<file path="config.mk">
export PLATFORM = sky130hd
export DESIGN_NAME = uart_core
export DESIGN_NICKNAME = d
export VERILOG_FILES = /design/src/logic/uart_core.v
export VERILOG_INCLUDE_DIRS = /design/src /design/src/logic
export SDC_FILE = /design/constraint.sdc
export NUM_CORES = 1
export LEC_CHECK = 0
export BUFFER_PORTS_ARGS = -buffer_cell sky130_fd_sc_hd__buf_2
export CAP_MARGIN = 10
export CORE_MARGIN = 8
export CORE_UTILIZATION = 56
export DETAILED_ROUTE_END_ITERATION = 6
export GPL_ROUTABILITY_DRIVEN = 0
export PLACE_DENSITY_LB_ADDON = 0.25
export SYNTH_ARGS = -nofsm -noshare
export SYNTH_HDL_FRONTEND = slang
export SYNTH_SLANG_ARGS = --single-unit
export TNS_END_PERCENT = 50
</file>
<file path="constraint.sdc">
create_clock -name sys_clk -period 2.9 [get_ports sys_clk]
set_input_delay 0.725 -clock sys_clk [delete_from_list [all_inputs] [get_ports sys_clk]]
set_output_delay 0.725 -clock sys_clk [all_outputs]
set_load 0.02 [all_outputs]
</file>
<file path="src/logic/uart_consts.vh">
`ifndef UART_CONSTS_VH
`define UART_CONSTS_VH
// Register byte offsets
`define OFS_MODE 4'h0
`define OFS_STAT 4'h4
`define OFS_TXREG 4'h8
`define OFS_RXREG 4'hc
`define OFS_BRG 5'h10
// Mode register fields
`define MODE_EN 15
`define MODE_ALT 10
`define MODE_DATA_PARITY_SELECT_HI 2
`define MODE_DATA_PARITY_SELECT_LO 1
`define MODE_STOP_BIT_SELECT 0
// Status register fields
`define STA_TXISEL 15
`define STA_BRK 11
`define STA_TXEN 10
`define STA_TXBF 9
`define STA_TX_SHIFT_EMPTY 8
`define STA_RXISEL_HI 7
`define STA_RXISEL_LO 6
`define STA_ADDRESS_DETECT_ENABLE 5
`define STA_RECEIVER_IDLE 4
`define STA_PARITY_ERROR 3
`define STA_FRAMING_ERROR 2
`define STA_OVERRUN_ERROR 1
`define STA_RXDA 0
// Status bits that software may write
`define STA_WMASK 16'h8ce2
// Data/parity select codes
`define PD_8N 2'h0
`define PD_8E 2'h1
`define PD_8O 2'h2
`define PD_9N 2'h3
// Reset values
`define MODE_RST 16'h0000
`define BRG_RST 16'h0000
// AHB transfer type
`define HTRANS_NONSEQ 2'h2
`endif

</file>
<file path="src/logic/uart_core.v">
// Added by the designer: the placing of the registers and the AHB-Lite slave port.
`timescale 1ns/1ps
module uart_core #(
  parameter DEPTH = 4,
  parameter PW = 2
) (
  input wire sys_clk,
  input wire srst,
  input wire hsel,
  input wire [31:0] haddr,
  input wire [1:0] htrans,
  input wire hwrite,
  input wire [2:0] hsize,
  input wire [31:0] hwdata,
  input wire hready,
  output wire hreadyout,
  output wire hresp,
  output reg [31:0] hrdata,
  input wire port_tx_lat,
  input wire port_tx_dir_in,
  input wire port_rx_lat,
  input wire port_rx_dir_in,
  input wire port_atx_lat,
  input wire port_atx_dir_in,
  input wire port_arx_lat,
  input wire port_arx_dir_in,
  output reg serial_tx_pin_o,
  output reg serial_tx_pin_oe,
  output reg serial_rx_pin_o,
  output reg serial_rx_pin_oe,
  output reg alternate_tx_pin_o,
  output reg alternate_tx_pin_oe,
  output reg alternate_rx_pin_o,
  output reg alternate_rx_pin_oe,
  input wire serial_rx_pin_i,
  input wire alternate_rx_pin_i,
  input wire [8:0] rx_word_in,
  input wire rx_word_valid,
  input wire rx_word_framing_error,
  input wire rx_word_parity_error,
  input wire rx_busy,
  output wire rx_line,
  output reg tx_event
);
`include "uart_consts.vh"

  // ==========================================================
  // Registers
  // ==========================================================
  reg [15:0] mode_q;
  reg [15:0] brg_q;
  reg tx_isel_q;
  reg brk_q;
  reg txen_q;
  reg [1:0] rx_isel_q;
  reg address_detect_enable_q;
  reg overrun_error_q;
  reg [8:0] txf_q [0:DEPTH-1];
  reg [PW:0] txcnt_q;
  reg [PW-1:0] txrd_q;
  reg [PW-1:0] txwr_q;
  reg [10:0] rxf_q [0:DEPTH-1];
  reg [PW:0] rxcnt_q;
  reg [PW-1:0] rxrd_q;
  reg [PW-1:0] rxwr_q;
  reg [15:0] baud_q;
  reg [11:0] sh_q;
  reg [3:0] nbits_q;
  reg busy_q;
  reg ap_wr_q;
  reg ap_rd_q;
  reg [4:0] ap_addr_q;

  wire en = mode_q[`MODE_EN];
  wire [1:0] data_parity_select = mode_q[`MODE_DATA_PARITY_SELECT_HI:`MODE_DATA_PARITY_SELECT_LO];
  wire two_stop = mode_q[`MODE_STOP_BIT_SELECT];
  wire txbf = (txcnt_q == DEPTH);
  wire tx_shift_empty = ~busy_q;
  wire rxda = (rxcnt_q != 0);
  wire tx_line = brk_q ? 1'b0 : (busy_q ? sh_q[0] : 1'b1);

  // Parity bit for an 8-bit character
  function par_bit;
    input [7:0] d;
    input [1:0] sel;
    begin
      par_bit = (sel == `PD_8O) ? ~^d : ^d;
    end
  endfunction

  // ==========================================================
  // AHB-Lite slave, zero wait states
  // ==========================================================
  wire ap_take = hsel & hready & (htrans == `HTRANS_NONSEQ);
  assign hreadyout = 1'b1;
  assign hresp = 1'b0;

  // Address phase capture
  always @(posedge sys_clk)
  begin
    if (srst)
    begin
      ap_wr_q <= 1'b0;
      ap_rd_q <= 1'b0;
      ap_addr_q <= 5'h00;
    end
    else
    begin
      ap_wr_q <= ap_take & hwrite;
      ap_rd_q <= ap_take & ~hwrite;
      ap_addr_q <= haddr[4:0];
    end
  end

  wire wr_mode = ap_wr_q & (ap_addr_q == {1'b0, `OFS_MODE});
  wire wr_stat = ap_wr_q & (ap_addr_q == {1'b0, `OFS_STAT});
  wire wr_tx = ap_wr_q & (ap_addr_q == {1'b0, `OFS_TXREG});
  wire wr_brg = ap_wr_q & (ap_addr_q == `OFS_BRG);
  wire rd_rx = ap_rd_q & (ap_addr_q == {1'b0, `OFS_RXREG});
  wire going_off = wr_mode & ~hwdata[`MODE_EN] & en;

  // Status word as read
  wire [15:0] stat_w = {tx_isel_q, 3'h0, brk_q, txen_q, txbf, tx_shift_empty,
    rx_isel_q, address_detect_enable_q, ~rx_busy, rxda & rxf_q[rxrd_q][10],
    rxda & rxf_q[rxrd_q][9], overrun_error_q, rxda};

  // Read data, driven in data phase; unmapped reads zero
  always @*
  begin
    hrdata = 32'h00000000;
    if (ap_rd_q)
    begin
      case (ap_addr_q)
        {1'b0, `OFS_MODE}: hrdata = {16'h0000, mode_q};
        {1'b0, `OFS_STAT}: hrdata = {16'h0000, stat_w};
        {1'b0, `OFS_RXREG}: hrdata = {23'h000000, rxf_q[rxrd_q][8:0]};
        `OFS_BRG: hrdata = {16'h0000, brg_q};
        default: hrdata = 32'h00000000;
      endcase
    end
  end

  // ==========================================================
  // Configuration and control bits
  // ==========================================================
  always @(posedge sys_clk)
  begin
    if (srst)
    begin
      mode_q <= `MODE_RST;
      brg_q <= `BRG_RST;
      tx_isel_q <= 1'b0;
      rx_isel_q <= 2'h0;
      address_detect_enable_q <= 1'b0;
      txen_q <= 1'b0;
      brk_q <= 1'b0;
    end
    else
    begin
      if (wr_mode)
        mode_q <= hwdata[15:0];
      if (wr_brg)
        brg_q <= hwdata[15:0];
      if (wr_stat)
      begin
        tx_isel_q <= hwdata[`STA_TXISEL];
        rx_isel_q <= hwdata[`STA_RXISEL_HI:`STA_RXISEL_LO];
        address_detect_enable_q <= hwdata[`STA_ADDRESS_DETECT_ENABLE];
      end
      // Selects kept across disable
      if (~en | going_off)
      begin
        txen_q <= 1'b0;
        brk_q <= 1'b0;
      end
      else if (wr_stat)
      begin
        txen_q <= hwdata[`STA_TXEN];
        brk_q <= hwdata[`STA_BRK];
      end
    end
  end

  // ==========================================================
  // Baud generator: tick every brg+1 cycles
  // ==========================================================
  wire run = en & txen_q;
  wire baud_tick = run & (baud_q == 16'h0000);
  always @(posedge sys_clk)
  begin
    if (srst | ~run)
      baud_q <= 16'h0000;
    else if (baud_q == 16'h0000)
      baud_q <= brg_q;
    else
      baud_q <= baud_q - 16'h0001;
  end

  // ==========================================================
  // Transmit buffer and shifter
  // ==========================================================
  wire tx_push = wr_tx & en & ~txbf;
  wire load = run & ~busy_q & ~brk_q & (txcnt_q != 0) & baud_tick;
  wire [8:0] head = txf_q[txrd_q];
  wire [8:0] wdata = (data_parity_select == `PD_9N) ? hwdata[8:0] : {1'b0, hwdata[7:0]};

  always @(posedge sys_clk)
  begin
    if (tx_push)
      txf_q[txwr_q] <= wdata;
  end

  always @(posedge sys_clk)
  begin
    if (srst | ~en)
    begin
      txcnt_q <= {(PW+1){1'b0}};
      txrd_q <= {PW{1'b0}};
      txwr_q <= {PW{1'b0}};
      busy_q <= 1'b0;
      sh_q <= 12'hfff;
      nbits_q <= 4'h0;
      tx_event <= 1'b0;
    end
    else
    begin
      tx_event <= 1'b0;
      if (tx_push)
        txwr_q <= txwr_q + 1'b1;
      if (load)
        txrd_q <= txrd_q + 1'b1;
      txcnt_q <= txcnt_q + {{PW{1'b0}}, tx_push} - {{PW{1'b0}}, load};
      if (load)
      begin
        busy_q <= 1'b1;
        tx_event <= ~tx_isel_q | (txcnt_q == 1 && !tx_push);
        nbits_q <= 4'd10 + {3'h0, (data_parity_select != `PD_8N)} + {3'h0, two_stop};
        if (data_parity_select == `PD_9N)
          sh_q <= {2'h3, head, 1'b0};
        else if (data_parity_select == `PD_8N)
          sh_q <= {3'h7, head[7:0], 1'b0};
        else
          sh_q <= {2'h3, par_bit(head[7:0], data_parity_select), head[7:0], 1'b0};
      end
      else if (busy_q & baud_tick)
      begin
        sh_q <= {1'b1, sh_q[11:1]};
        nbits_q <= nbits_q - 4'h1;
        if (nbits_q == 4'h1)
          busy_q <= 1'b0;
      end
    end
  end

  // ==========================================================
  // Receive buffer fed by the receive shifter
  // ==========================================================
  wire rx_push = en & rx_word_valid & (rxcnt_q != DEPTH) & ~overrun_error_q;
  wire rx_pop = rd_rx & rxda;

  always @(posedge sys_clk)
  begin
    if (rx_push)
      rxf_q[rxwr_q] <= {rx_word_parity_error, rx_word_framing_error, rx_word_in};
  end

  always @(posedge sys_clk)
  begin
    if (srst | ~en)
    begin
      rxcnt_q <= {(PW+1){1'b0}};
      rxrd_q <= {PW{1'b0}};
      rxwr_q <= {PW{1'b0}};
      overrun_error_q <= 1'b0;
    end
    else
    begin
      if (rx_push)
        rxwr_q <= rxwr_q + 1'b1;
      if (rx_pop)
        rxrd_q <= rxrd_q + 1'b1;
      rxcnt_q <= rxcnt_q + {{PW{1'b0}}, rx_push} - {{PW{1'b0}}, rx_pop};
      // Overrun set wins over software clear
      if (rx_word_valid & (rxcnt_q == DEPTH))
        overrun_error_q <= 1'b1;
      else if (wr_stat & ~hwdata[`STA_OVERRUN_ERROR])
        overrun_error_q <= 1'b0;
    end
  end

  // ==========================================================
  // Pin steering
  // ==========================================================
  wire alt = mode_q[`MODE_ALT];
  assign rx_line = alt ? alternate_rx_pin_i : serial_rx_pin_i;

  always @*
  begin
    serial_tx_pin_o = port_tx_lat;
    serial_tx_pin_oe = ~port_tx_dir_in;
    serial_rx_pin_o = port_rx_lat;
    serial_rx_pin_oe = ~port_rx_dir_in;
    alternate_tx_pin_o = port_atx_lat;
    alternate_tx_pin_oe = ~port_atx_dir_in;
    alternate_rx_pin_o = port_arx_lat;
    alternate_rx_pin_oe = ~port_arx_dir_in;
    if (en & ~alt)
    begin
      serial_tx_pin_o = tx_line;
      serial_tx_pin_oe = 1'b1;
      serial_rx_pin_o = 1'b0;
      serial_rx_pin_oe = 1'b0;
    end
    else if (en)
    begin
      alternate_tx_pin_o = tx_line;
      alternate_tx_pin_oe = 1'b1;
      alternate_rx_pin_o = 1'b0;
      alternate_rx_pin_oe = 1'b0;
    end
  end

endmodule // uart_core

</file>
* Yosys cells after proc, flatten, opt, wreduce, memory -nomap -nowiden
Memory sizes are Yosys's and may differ from the RTL's. A register that Yosys moved wholly into a read port is not among the register bits.
Cells that the tools add are included.
W data, S select, Z words.
** Operators by class
- Eq/ne operators :: 12
- Reductions and logical operators :: 16
- Add/sub/neg operators :: 12
- Bitwise gates (word level) :: 50
- Muxes and demuxes :: 39
** Operators by type and width (number)
- $pmux W16 S4 :: 1
- $mux W16 :: 2
- $and A1 B1 Y1 :: 29
- $mux W1 :: 25
- $mux W12 :: 2
- $mux W10 :: 2
- $not A1 Y1 :: 17
- $logic_not A16 Y1 :: 1
- $sub A16 B1 Y16 const B :: 1
- $eq A5 B4 Y1 const B :: 2
- $mux W9 :: 1
- $add A2 B1 Y2 const B :: 4
- $mux W2 :: 4
- $mux W4 :: 2
- $reduce_bool A2 Y1 :: 4
- $reduce_xnor A8 Y1 :: 1
- $reduce_xor A8 Y1 :: 1
- $add A3 B1 Y3 :: 2
- $eq A2 B2 Y1 const B :: 3
- $eq A3 B3 Y1 const B :: 2
- $reduce_bool A3 Y1 :: 2
- $sub A3 B1 Y3 :: 2
- $eq A5 B3 Y1 const B :: 1
- $eq A5 B5 Y1 const B :: 1
- 13 further kinds :: 17
** Word-level totals
- Memories :: 2
- Bits in writable memories :: 80
- Logic and storage cells :: 153
- Input port bits :: 97
- Flip-flop bits (word level) :: 94
** Memory list
- rxf_q :: depth 4, width 11, read ports 1, clocked after Yosys merged registers in 1, wr ports 1, line uart_core.v:62 : reg [10:0] rxf_q [0:DEPTH-1];
- txf_q :: depth 4, width 9, read ports 1, clocked after Yosys merged registers in 1, wr ports 1, line uart_core.v:58 : reg [8:0] txf_q [0:DEPTH-1];

* Logic depth before layout (Yosys ltp)
- Word-level depth :: 7
- Mapped depth :: 11

* Least setup slack after synthesis
No wires, ideal clock.
- Kind :: input port to flip-flop
- Start point :: input rx_word_valid
- End point :: register rxcnt_q[2]
- Arrival time :: 2451 ps
- Library setup time :: 128 ps
- Data required time :: 2772 ps
- Setup slack :: 321 ps
- Stages on the path :: 9
- Cells stage by stage :: nand2_1 a211oi_1 inv_1 ha_1 inv_1 ha_1 fa_1 xnor2_1 nor2_1
** Between the ends
- Longest elaborated chain between the ends :: 5
** RTL lines
- from (decl) :: line uart_core.v:38 : input wire rx_word_valid,
- $and A1 B1 Y1 (3 in series) :: line uart_core.v:258 : wire rx_push = en & rx_word_valid & (rxcnt_q != DEPTH) & ~overrun_error_q;
- $add A3 B1 Y3 :: line uart_core.v:282 : rxcnt_q <= rxcnt_q + {{PW{1'b0}}, rx_push} - {{PW{1'b0}}, rx_pop};
- $sub A3 B1 Y3 :: line uart_core.v:282
- to (signal assigned) :: line uart_core.v:271 : rxcnt_q <= {(PW+1){1'b0}};
- to (signal assigned) :: line uart_core.v:282
- to (decl) :: line uart_core.v:63 : reg [PW:0] rxcnt_q;
No other way between the ends.
A chain may end at the register's enable or synchronous reset.

==> flow_summary.yaml <==
outcome:
  status: "complete, but fails checks"
  violations: "design-rule violations"
clock_tree:
  clock_path_buffers: 2
  cts_tree: "built"
  ctsHoldBuffers: 0
  htreeDepth: 4
  clk_pin_slew_worst_paths_ns: 0.06
  cts_buffers: 17
  root_buffer: "clkbuf_16"
  cts_sinks: 176
  insertion_delay_ns: 0.43
cells_and_area:
  most-common-layout-cells: "nand2_1 (97), dfxtp_1 (95), edfxtp_1 (80)"
  postLayoutCoreUtil: 0.657
  layout.area.seq_mm2: 0.00433
  syn_to_final_growth_pct: 13.9
  n_fill_cell: 977
  final_common_cell: "nand2_1"
  drive_above_1_share: 0.188
  finalNonFillerCells: 963
  multiInputGateArea_mm2: 0.00307
  final_nets: 890
  antenna_cells: 0
place:
  dp_hpwl_mm: 12.4
  port_buffers: 76
  place_inst: 929
routing:
  wl_mm: 17.5
  drtIter0Drc: 493
  wl_per_cell_um: 18.2
  vias: 5553
  vias_per_cell: 5.77
  drc: 1
  postRouteAntennaNets: 0
  drt_pass1_iterations: 7
floorplanning:
  die_x_um: 133
  dieArea_mm2: 0.0177
  core_area_mm2: 0.0133
  initial_core_util: 0.577
  die_h_um: 133
  io_pins: 141
  rows: 42
sta:
  skew_ns: 0.00852
  fin_tns_setup_ns: 0
  max_freq_mhz: 356
  slew-limit-headroom: 0.451
  hold_viol_final: 0
  worst_pin_slew_ns: 0.824
  min_period_ns: 2.81
  finalSetupViolCount: 0
  post-route-period-util: 0.969
  worst_hold_slack_ns: 0.459
  slew_viol_final: 0
setup_path:
  cp_max_fo: 10
  arrival_ns: 2.08
  cp-end-kind: "output port"
  critPathRequiredTime_ns: 2.17
  startpoint_type: "flip-flop"
  reg2reg_slack_ns: 0.28
  crit_type: "reg -> out"
grt:
  grt_pass1_wl_mm: 28.1
  grt_max_degree: 31
  gr-usage-met1: 0.236
  first_global_vias: 5675
  grt_use_met2: 0.334
  grt_remaining_overflow: 0
  grt_use_met3: 0.0575
  groute.usage.overall: 0.200
  grt.busiest_layer: "met2"
  antenna_found_initial: 0
power:
  finalPower_mw: 4.79
  powerDensity_mw_per_mm2: 548
  peakVddDrop_uv: 574
  leakage_nw: 3.10
logic_synthesis:
  yosysUniqueCellTypes: 49
  syn_avg_cell_area_um2: 11.0
  synthCells: 697
  netlist_area_mm2: 0.00767
  ys_seq_area_frac: 0.564
  ys_seq_elements: 176
  ys_warn_count: 0
min_path:
  min_path_type: "reg -> reg"
job:
  drv_cap: 0
per-layer routing:
| metal | vias to the layer above | share of wire |
|---|---|---|
| li1 | 2607 | - |
| met1 | 2683 | 0.41 |
| met2 | 228 | 0.49 |
| met3 | 35 | 0.077 |
| met4 | 0 | 0.027 |
| met5 | - | 0 |
stage by stage:
step                setup slack, ns  cell area [um^2]
floorplan                     0.321              7730
global placement              0.361              8180
detailed placement            0.298              8180
CTS                         0.00926              8700
global route               -0.00285              8740
finish                       0.0909              8740
flip-flops by register name, summed over array words and instances (netlist names), 2 cells and up, named ones only:
register and flops:
mode_q 16, rxcnt_q 3, txwr_q 2, txrd_q 2, baud_q 16, nbits_q 4
ap_addr_q 5, rxf_q 44, txcnt_q 3, rxrd_q 2, brg_q 16, rxwr_q 2
rx_isel_q 2, sh_q 10, txf_q 36
where the power goes:
part / switching (mW) / total, mW / internal, mW
clock: 0.961 / 2.05 / 1.09
combinational: 0.0964 / 0.141 / 0.0450
sequential: 0.00539 / 2.60 / 2.59
total: 1.06 / 4.79 / 3.73
final cells by class:
| type | count | area share |
|---|---|---|
| Clock buffer | 18 | 0.0491 |
| Clock inverter | 14 | 0.0107 |
| Inverter | 19 | 0.00816 |
| Multi-Input combinational cell | 466 | 0.351 |
| Sequential cell | 176 | 0.495 |
| Tap cell | 176 | 0.0252 |
| Timing Repair Buffer | 94 | 0.0608 |
final timing paths:
| path | start | endpoint | cells after the start |
|---|---|---|---|
| worst max-delay path | flip-flop | hrdata[5] | 5 |
| worst min-delay path | mode_q[11] | mode_q[11] | 2 |
| worst max register to register | baud_q[11] | txcnt_q[2] | 10 |
| worst min register to register | mode_q[11] | mode_q[11] | 2 |
worst max-delay path, stage by stage (launching register included):
cell and delay, ns:
dfxtp_1 0.36, buf_12 0.15, mux4_2 0.50, a222oi_1 0.30, a21oi_1 0.15, buf_2 0.19
synth_stat cells (all sizes together):
master | instances | share of area
nand2 | 97 | 0.047
dfxtp | 96 | 0.25
edfxtp | 80 | 0.31
nor2 | 64 | 0.031
a21oi | 58 | 0.038
clkbuf | 29 | 0.014
xnor2 | 26 | 0.030
buf | 23 | 0.022
a211oi | 21 | 0.021
mux4 | 20 | 0.062
inv | 19 | 0.0093
nand3 | 19 | 0.012
ha | 17 | 0.028
and2 | 16 | 0.013
o21ai | 16 | 0.010
nor2b | 15 | 0.012
a222oi | 12 | 0.016
nor3 | 11 | 0.0085
and3 | 8 | 0.0065
nor4 | 6 | 0.0073
a22oi | 5 | 0.0049
or3 | 5 | 0.0041
xor2 | 5 | 0.0057
mux2 | 4 | 0.0059
mux2i | 3 | 0.0039
nand4 | 3 | 0.0024
conb | 2 | 0.00098
fa | 2 | 0.0052
nand2b | 2 | 0.0016
o31ai | 2 | 0.0020
or4 | 2 | 0.0020
a31oi | 1 | 0.00082
and3b | 1 | 0.0011
and4 | 1 | 0.0011
nand3b | 1 | 0.00098
nor3b | 1 | 0.00098
nor4b | 1 | 0.0011
nor4bb | 1 | 0.0013
o21a | 1 | 0.00098
or2 | 1 | 0.00082
logic make-up after synthesis:
| kind of cell | after synthesis | share of synthesized area |
|---|---|---|
| DFF | 176 | 0.564 |
| buffers and inverters | 71 | 0.0453 |
| AOI/OAI and AO/OA | 116 | 0.0936 |
| and+or+nand+nor | 255 | 0.156 |
| other | 2 | 0.000979 |
| xor gates and xnor gates | 31 | 0.0354 |
| muxes | 27 | 0.0719 |
| adders and majority gates | 19 | 0.0329 |
repair_timing:
item / in CTS / in global routing
endpoints found under the setup margin: 0 / 13
gates resized for setup: 0 / 7
setup buffers: 0 / 2
(Power assumes the default switching activity.)
